`src/pkg/acs_pkg.sv`:
```
// Purpose: Shared constants and types of the conversion sequence control block
// Assumes: Registers are reached over Avalon-MM, one 32-bit word per register index
// Notes:   Byte address of a register is its index times four
package acs_pkg;

	// ----------------------------------------
	// Register indices
	// ----------------------------------------
	localparam logic [4:0] CFG_INDEX       = 5'h04;
	localparam logic [4:0] CTL_INDEX       = 5'h05;
	localparam logic [4:0] STAT_INDEX      = 5'h06;
	localparam logic [4:0] SLOT_BASE_INDEX = 5'h10;

	// ----------------------------------------
	// Field positions and reset values
	// ----------------------------------------
	localparam int         CFG_LOWRES_BIT    = 7;
	localparam int         CFG_LEN_LSB       = 0;
	localparam int         STAT_COMPLETE_BIT = 7;
	localparam int         STAT_ACTIVE_BIT   = 6;
	localparam int         STAT_SLOT_LSB     = 0;
	localparam logic [7:0] CTL_RESET         = 8'h00;
	localparam logic [7:0] CFG_RESET         = 8'h00;

	// ----------------------------------------
	// Timing
	// ----------------------------------------
	localparam logic [1:0] RD_WAIT_CYCLES = 2'h2;

	// ----------------------------------------
	// Types
	// ----------------------------------------
	typedef struct packed {
		logic       result_justify_right;
		logic       result_signed_select;
		logic       continuous_scan;
		logic       multi_channel_enable;
		logic       reserved;
		logic [2:0] channel_code;
	} acs_seq_ctl_t;

	typedef struct packed {
		logic [2:0]  slot;
		logic [15:0] data;
	} acs_result_t;

	typedef enum logic [1:0] {
		SEQ_IDLE,
		SEQ_ISSUE,
		SEQ_WAIT
	} acs_seq_state_t;

endpackage : acs_pkg

```
`src/hdl/acs_result_format.sv`:
```
// Purpose: Places a raw conversion code into the 16-bit result word
// Assumes: A 10-bit code arrives in raw; 8-bit results take its top eight bits
// Notes:   One cycle of latency from in_valid to out_valid
`timescale 1ns/100ps
`default_nettype none
module acs_result_format (
	input  wire logic               clk,
	input  wire logic               reset,
	input  wire logic               in_valid,
	input  wire logic [9:0]         raw,
	input  wire logic [2:0]         slot,
	input  wire logic               low_res,
	input  wire logic               justify_right,
	input  wire logic               signed_sel,
	output logic                    out_valid,
	output acs_pkg::acs_result_t    result
);
	logic [15:0] next_data;

	always_comb begin
		next_data = 16'h0000;
		if (justify_right) begin
			// Signed select has no effect here
			if (low_res) next_data = {8'h00, raw[9:2]};
			else         next_data = {6'h00, raw};
		end else begin
			if (low_res) next_data = {raw[9:2], 8'h00};
			else         next_data = {raw, 6'h00};
			if (signed_sel) next_data[15] = ~next_data[15];
		end
	end

	always_ff @(posedge clk or posedge reset) begin
		if (reset) begin
			out_valid <= 1'b0;
			result    <= '0;
		end else begin
			out_valid <= in_valid;
			if (in_valid) begin
				result.data <= next_data;
				result.slot <= slot;
			end
		end
	end
endmodule : acs_result_format
`default_nettype wire

```
`src/hdl/acs_result_mem.sv`:
```
// Purpose: Eight result slots of sixteen bits
// Assumes: One write port and one read port
// Notes:   Read data come from a register one cycle after the address
`timescale 1ns/100ps
`default_nettype none
module acs_result_mem (
	input  wire logic        clk,
	input  wire logic        reset,
	input  wire logic        wr_en,
	input  wire logic [2:0]  wr_slot,
	input  wire logic [15:0] wr_data,
	input  wire logic [2:0]  rd_slot,
	output logic      [15:0] rd_data
);
	logic [15:0] slots [8];

	always_ff @(posedge clk) begin
		if (wr_en) begin
			slots[wr_slot] <= wr_data;
		end
	end

	always_ff @(posedge clk or posedge reset) begin
		if (reset) begin
			rd_data <= 16'h0000;
		end else begin
			rd_data <= slots[rd_slot];
		end
	end
endmodule : acs_result_mem
`default_nettype wire

```
`src/hdl/acs_seq_control.sv`:
```
// Purpose: Conversion sequence control with result placement and slot storage
// Assumes: Converter answers each conv_start with one conv_done pulse
// Notes:   A control write while a result is pending drops that result
//
// Added by the designer: the Avalon-MM interface to the registers.
`timescale 1ns/100ps
`default_nettype none
module acs_seq_control (
	input  wire logic        clk,
	input  wire logic        reset,
	input  wire logic [6:0]  address,
	input  wire logic [3:0]  byteenable,
	input  wire logic        read,
	input  wire logic        write,
	input  wire logic [31:0] writedata,
	output logic      [31:0] readdata,
	output logic             waitrequest,
	output logic             conv_start,
	output logic             conv_abort,
	output logic      [2:0]  conv_channel,
	output logic             conv_low_res,
	input  wire logic        conv_done,
	input  wire logic [9:0]  conv_data
);
	// ----------------------------------------
	// State
	// ----------------------------------------
	acs_pkg::acs_seq_ctl_t   ctl;
	logic [7:0]              cfg;
	acs_pkg::acs_seq_state_t state;
	logic [2:0]              conv_index;
	logic [2:0]              result_slot_counter;
	logic                    complete;
	logic [1:0]              rd_cnt;
	logic [15:0]             slot_rd_data;
	logic                    fmt_valid;
	acs_pkg::acs_result_t    fmt_result;
	logic [31:0]             next_readdata;
	logic [2:0]              len_m1;
	logic                    sel_ctl;
	logic                    sel_cfg;
	logic                    sel_stat;
	logic                    sel_slot;
	logic                    ctl_write;
	logic                    done_ok;
	logic                    last_conv;
	acs_pkg::acs_seq_ctl_t   wr_ctl;

	// ----------------------------------------
	// Bus decode
	// ----------------------------------------
	assign sel_ctl   = address[6:2] == acs_pkg::CTL_INDEX;
	assign sel_cfg   = address[6:2] == acs_pkg::CFG_INDEX;
	assign sel_stat  = address[6:2] == acs_pkg::STAT_INDEX;
	assign sel_slot  = address[6:5] == acs_pkg::SLOT_BASE_INDEX[4:3];
	// Writes are taken in any state, no lockout
	assign ctl_write = write && sel_ctl && byteenable[0];
	assign wr_ctl    = acs_pkg::acs_seq_ctl_t'(writedata[7:0]);

	// Every read waits so the slot memory read register can settle
	assign waitrequest = read && (rd_cnt != acs_pkg::RD_WAIT_CYCLES);

	always_ff @(posedge clk or posedge reset) begin
		if (reset) begin
			rd_cnt <= 2'h0;
		end else if (read && waitrequest) begin
			rd_cnt <= rd_cnt + 2'h1;
		end else begin
			rd_cnt <= 2'h0;
		end
	end

	always_comb begin
		next_readdata = 32'h0000_0000;
		if (sel_ctl) begin
			next_readdata[7:0] = ctl;
		end else if (sel_cfg) begin
			next_readdata[7:0] = cfg;
		end else if (sel_stat) begin
			next_readdata[acs_pkg::STAT_COMPLETE_BIT]           = complete;
			next_readdata[acs_pkg::STAT_ACTIVE_BIT]             = state != acs_pkg::SEQ_IDLE;
			next_readdata[acs_pkg::STAT_SLOT_LSB +: 3]          = result_slot_counter;
		end else if (sel_slot) begin
			next_readdata[15:0] = slot_rd_data;
		end
	end

	always_ff @(posedge clk or posedge reset) begin
		if (reset) begin
			readdata <= 32'h0000_0000;
		end else if (read && rd_cnt == 2'h1) begin
			readdata <= next_readdata;
		end
	end

	// ----------------------------------------
	// Registers
	// ----------------------------------------
	always_ff @(posedge clk or posedge reset) begin
		if (reset) begin
			ctl <= acs_pkg::acs_seq_ctl_t'(acs_pkg::CTL_RESET);
		end else if (ctl_write) begin
			ctl          <= wr_ctl;
			ctl.reserved <= 1'b0;
		end
	end

	always_ff @(posedge clk or posedge reset) begin
		if (reset) begin
			cfg <= acs_pkg::CFG_RESET;
		end else if (write && sel_cfg && byteenable[0]) begin
			cfg <= writedata[7:0];
		end
	end

	assign conv_low_res = cfg[acs_pkg::CFG_LOWRES_BIT];

	// Length 0 and anything above 8 both mean 8 conversions
	always_comb begin
		len_m1 = 3'h7;
		if (cfg[acs_pkg::CFG_LEN_LSB +: 4] != 4'h0 && cfg[acs_pkg::CFG_LEN_LSB +: 4] < 4'h8) begin
			len_m1 = 3'(cfg[acs_pkg::CFG_LEN_LSB +: 4] - 4'h1);
		end
	end

	// ----------------------------------------
	// Sequencer
	// ----------------------------------------
	// A done arriving with a control write belongs to the aborted sequence
	assign done_ok   = conv_done && state == acs_pkg::SEQ_WAIT && !ctl_write;
	assign last_conv = conv_index == len_m1;
	assign conv_start = state == acs_pkg::SEQ_ISSUE;

	always_ff @(posedge clk or posedge reset) begin
		if (reset) begin
			conv_abort <= 1'b0;
		end else begin
			conv_abort <= ctl_write && state != acs_pkg::SEQ_IDLE;
		end
	end

	always_ff @(posedge clk or posedge reset) begin
		if (reset) begin
			state <= acs_pkg::SEQ_IDLE;
		end else if (ctl_write) begin
			state <= acs_pkg::SEQ_ISSUE;
		end else begin
			unique case (state)
				acs_pkg::SEQ_IDLE: begin
					state <= acs_pkg::SEQ_IDLE;
				end
				acs_pkg::SEQ_ISSUE: begin
					state <= acs_pkg::SEQ_WAIT;
				end
				acs_pkg::SEQ_WAIT: begin
					if (done_ok && last_conv && !ctl.continuous_scan) begin
						state <= acs_pkg::SEQ_IDLE;
					end else if (done_ok) begin
						state <= acs_pkg::SEQ_ISSUE;
					end
				end
			endcase
		end
	end

	always_ff @(posedge clk or posedge reset) begin
		if (reset) begin
			conv_index <= 3'h0;
		end else if (ctl_write || (done_ok && last_conv)) begin
			conv_index <= 3'h0;
		end else if (done_ok) begin
			conv_index <= conv_index + 3'h1;
		end
	end

	// Code n addresses input channel n directly
	always_ff @(posedge clk or posedge reset) begin
		if (reset) begin
			conv_channel <= 3'h0;
		end else if (ctl_write) begin
			conv_channel <= wr_ctl.channel_code;
		end else if (done_ok && last_conv) begin
			conv_channel <= ctl.channel_code;
		end else if (done_ok && ctl.multi_channel_enable) begin
			conv_channel <= conv_channel + 3'h1;
		end else if (done_ok) begin
			conv_channel <= ctl.channel_code;
		end
	end

	// Slot counter wraps in three bits and restarts with each sequence
	always_ff @(posedge clk or posedge reset) begin
		if (reset) begin
			result_slot_counter <= 3'h0;
		end else if (ctl_write || (done_ok && last_conv)) begin
			result_slot_counter <= 3'h0;
		end else if (done_ok) begin
			result_slot_counter <= result_slot_counter + 3'h1;
		end
	end

	// Completion is set before a write-one clear is honoured
	always_ff @(posedge clk or posedge reset) begin
		if (reset) begin
			complete <= 1'b0;
		end else if (done_ok && last_conv) begin
			complete <= 1'b1;
		end else if (ctl_write) begin
			complete <= 1'b0;
		end else if (write && sel_stat && byteenable[0] && writedata[acs_pkg::STAT_COMPLETE_BIT]) begin
			complete <= 1'b0;
		end
	end

	// ----------------------------------------
	// Result path
	// ----------------------------------------
	acs_result_format u_format (
		.clk           (clk),
		.reset         (reset),
		.in_valid      (done_ok),
		.raw           (conv_data),
		.slot          (result_slot_counter),
		.low_res       (conv_low_res),
		.justify_right (ctl.result_justify_right),
		.signed_sel    (ctl.result_signed_select),
		.out_valid     (fmt_valid),
		.result        (fmt_result)
	);

	acs_result_mem u_mem (
		.clk     (clk),
		.reset   (reset),
		.wr_en   (fmt_valid),
		.wr_slot (fmt_result.slot),
		.wr_data (fmt_result.data),
		.rd_slot (address[4:2]),
		.rd_data (slot_rd_data)
	);
endmodule : acs_seq_control
`default_nettype wire

```
`config.mk`:
```
export PLATFORM = sky130hd
export DESIGN_NAME = acs_seq_control
export DESIGN_NICKNAME = d
export VERILOG_FILES = /design/src/pkg/acs_pkg.sv /design/src/hdl/acs_result_format.sv /design/src/hdl/acs_result_mem.sv /design/src/hdl/acs_seq_control.sv
export SDC_FILE = /design/constraint.sdc
export NUM_CORES = 1
export LEC_CHECK = 0
export BUFFER_PORTS_ARGS = -buffer_cell sky130_fd_sc_hd__buf_4
export CAP_MARGIN = 40
export CORE_MARGIN = 1.5
export CORE_UTILIZATION = 58
export CTS_CLUSTER_SIZE = 28
export DETAILED_ROUTE_END_ITERATION = 8
export PLACE_DENSITY = 0.79
export SYNTH_ARGS = -nofsm -noshare
export SYNTH_HDL_FRONTEND = slang
export SYNTH_HIERARCHICAL = 1
export SYNTH_SLANG_ARGS = --single-unit
```
`constraint.sdc`:
```
create_clock -name clk -period 3.1 [get_ports clk]
set_clock_uncertainty 0.05 [all_clocks]
set_input_delay 0.31 -clock clk [delete_from_list [all_inputs] [get_ports clk]]
set_output_delay 0.31 -clock clk [all_outputs]
set_load 0.05 [all_outputs]
```
==> run metrics <==
WP data arrival=2610 ps; minimum hold slack=20.52 ps; WL met3=roughly 990 um; dominant cells by area after synthesis=edfxtp_1 44%, dfrtp_1 24%, mux4_1 8.5%; Startpoint Class=flop; antenna viol nets, final=0; dominant cell type by area after synthesis=edfxtp_1; Synth Cell Area=8698 sq um; accumulated negative setup slack=0 ps; share of synthesized flip-flops with an asynchronous set or reset=39.05%; worst ir drop on vdd=0.4180 mV; Avg WL per Cell=21.99 um; Post-Route M1 WL=about 7300 um; total track usage=22.53%; number of antenna violations at the first check in global routing=0; DRC violation count after routing=0; Final setup viols=0; initial core utilization=59.62%; Placeable Area=14,590 sq um; post-synthesis instance total=501; buffer type at the clock tree root=clkbuf_16; count of synthesis-stage warnings from yosys=6; Setup CP Type=reg -> reg; depth of the CTS H-tree=1; clock tree from TritonCTS=yes; number of flip-flops and latches in the synthesized netlist=210; placement row count=between 40 and 50; quantity of I/O buffers inserted on ports=51; share of the synthesized area in the top cell type=44.19%; leading cell types by count after synthesis=128 x edfxtp_1, 82 x dfrtp_1, 28 x mux4_1; buffers inserted during post-CTS setup optimization=0; critical path peak fanout=11; Syn Area/Cell=17.36 sq um; vias in the first global route=about 5,000; overflow left after global routing=0; Resized Gates After CTS=0; Least-Margin Pin Slew=805.3 ps; final critical delay including setup and external delays=about 2300 ps; met2 routed wirelength=roughly 8400 um; max-slew headroom at the worst pin=46.25%; fraction of final layout cells with drive strength greater than 1=25.21%; Syn-to-layout area delta=15.92%; hpwl dp=10,980 um; via count normalized by instance count=6.154; number of search-and-repair iterations in the first detailed-routing pass=8; most numerous cell in the Yosys netlist=edfxtp_1; worst skew pair latency=500 ps; clock buffer count from CTS=21; die area=15,740 sq um; final cycle utilization of the critical path=about three quarters; buffer levels on the longest clock path=3; routed via count=4,794; global-route wire length before repair=27,310 um; number of I/O pins=between 90 and 100; required time reported for the critical path endpoint=3420 ps; share of synthesized area occupied by flip-flops and latches=67.78%; Cell Pwr Density=737.5 nW/um^2; class of the tightest hold or removal check=in -> reg; pin count of the biggest net entering global routing=42; final layout net count=between 600 and 700; count of flip-flops with a built-in enable after synthesis=128; most frequently used flop master after synthesis=edfxtp_1; uppermost layer routed=met4; total count of max-transition violations in the final report=0; outcome=finished, final reports clean; clock-pin slew on the worst setup and hold paths=60 ps; # fillers=934; setup repair after global routing missed its margin=no; total wire length=17,130 um; total inserted antenna cells=0; Peak Freq=roughly 440 MHz; static leakage=0.004056 uW; die span in x=125.5 um; die span in y=125.5 um; post-layout util=between 60% and 70%; DRT iter0 DRCs=about 500; kind of end point of the critical path=flop; Unique masters post-synth=60; Max-cap violations=0; weighted congestion reported at the end of routability-driven placement=0.8808; number of hold-slack violations in the final timing report=0; CTS Sinks=between 200 and 250
-- final timing paths --
check / startpoint / to / slack, ps / cells after the start
max: cfg[0]$_DFFE_PP0P_ / conv_index[0]$_DFFE_PP0P_ / 810 / 8
min reg2reg: u_mem/rd_data[11]$_DFF_PP0_ / readdata[11]$_DFFE_PP0P_ / 420 / 1
min: writedata[7] / ctl[7]$_DFFE_PP0P_ / 20 / 2
max reg2reg: cfg[0]$_DFFE_PP0P_ / conv_index[0]$_DFFE_PP0P_ / 810 / 8
min in group asynchronous: reset / ctl[1]$_DFFE_PP0P_ / 240 / 3
max in group asynchronous: reset / u_format/result[0]$_DFFE_PP0P_ / 1980 / 3
-- timing repair --
action,CTS,global route
hold buffers,9,1
hold endpoints to repair,92,1
setup endpoints to repair,0,0
-- kinds of logic after synthesis --
group	after synthesis	share of synthesized area, %
AOI/OAI and AO/OA	64	5.782
xor gates and xnor gates	3	0.3021
adders and majority gates	6	0.8630
buffers and inverters	48	3.452
DFF	210	67.78
muxes	76	15.31
other	1	0.04311
and+or+nand+nor	93	6.473
-- cells in the final DEF, fill, tap and decap left out, drive strengths merged, types with 3 or more instances in the layout --
cell type    instances
o2bb2ai              7
conb                16
ha                   6
nor3                 5
a222oi               6
o21ai                9
inv                 12
dfrtp               82
nand2b              12
dlygate4sd3         10
buf                 67
nand2               24
nor3b                5
a21oi                5
nor2b                7
a22oi                5
edfxtp             128
mux4                32
o211ai               4
mux2                34
o311ai               3
nand3b               3
bufinv               3
mux2i               10
a22o                15
a21o                 5
clkinv               4
nor2                21
clkbuf              31
-- stage by stage --
| stage | worst slack [ps] | std cells | total power, uW | area, sq um |
|---|---|---|---|---|
| final | 805.7 | 779 | 7436 | 10080 |
| after global routing | 724.3 | 779 | 7719 | 10080 |
| after CTS | 821.4 | 778 | 7478 | 10070 |
| after detailed placement | 630.0 | 731 | 4840 | 9255 |
| after global placement | 661.4 | 730 | 4767 | 9235 |
| after floorplan | 954.4 | 516 | 4460 | 8755 |
-- routing by layer --
layer	track usage (%)	up-vias
met5	0	-
met4	8.489	0
met3	3.466	43
met2	36.35	200
met1	31.54	2456
li1	-	2095
-- sequential cells by signal, indices dropped and copies added, names as in the netlist --
signal               cells
u_mem/slots            128
u_format/result         19
readdata                16
u_mem/rd_data           16
cfg                      8
ctl                      7
conv_channel             3
conv_index               3
result_slot_counter      3
rd_cnt                   2
state                    2
complete                 1
conv_abort               1
u_format/out_valid       1
-- power breakdown --
part           internal [uW]  leakage, uW  switching, uW
Combinational            445      0.00145            634
Sequential              3380      0.00225            353
Clock                   1630     0.000358            999
-- worst max-delay path: stages, from the launching register on --
cell and delay (ps):
dfrtp_1 390, inv_1 80, ha_1 340, nand2b_1 70
or4b_1 500, a32oi_1 210, buf_4 230, nor2_4 70
mux2_2 250
-- area by class of cell --
type / count / area [sq um] / share of cell area, %
tap: 184 / 230.2 / 2.283
clock buffer: 31 / 614.3 / 6.093
inverter: 12 / 45.04 / 0.4467
sequential: 210 / 5896 / 58.47
multi-input combinational: 258 / 2569 / 25.47
clock inverter: 7 / 113.9 / 1.129
timing repair buffer: 77 / 615.6 / 6.105
(Power assumes the default switching activity.)
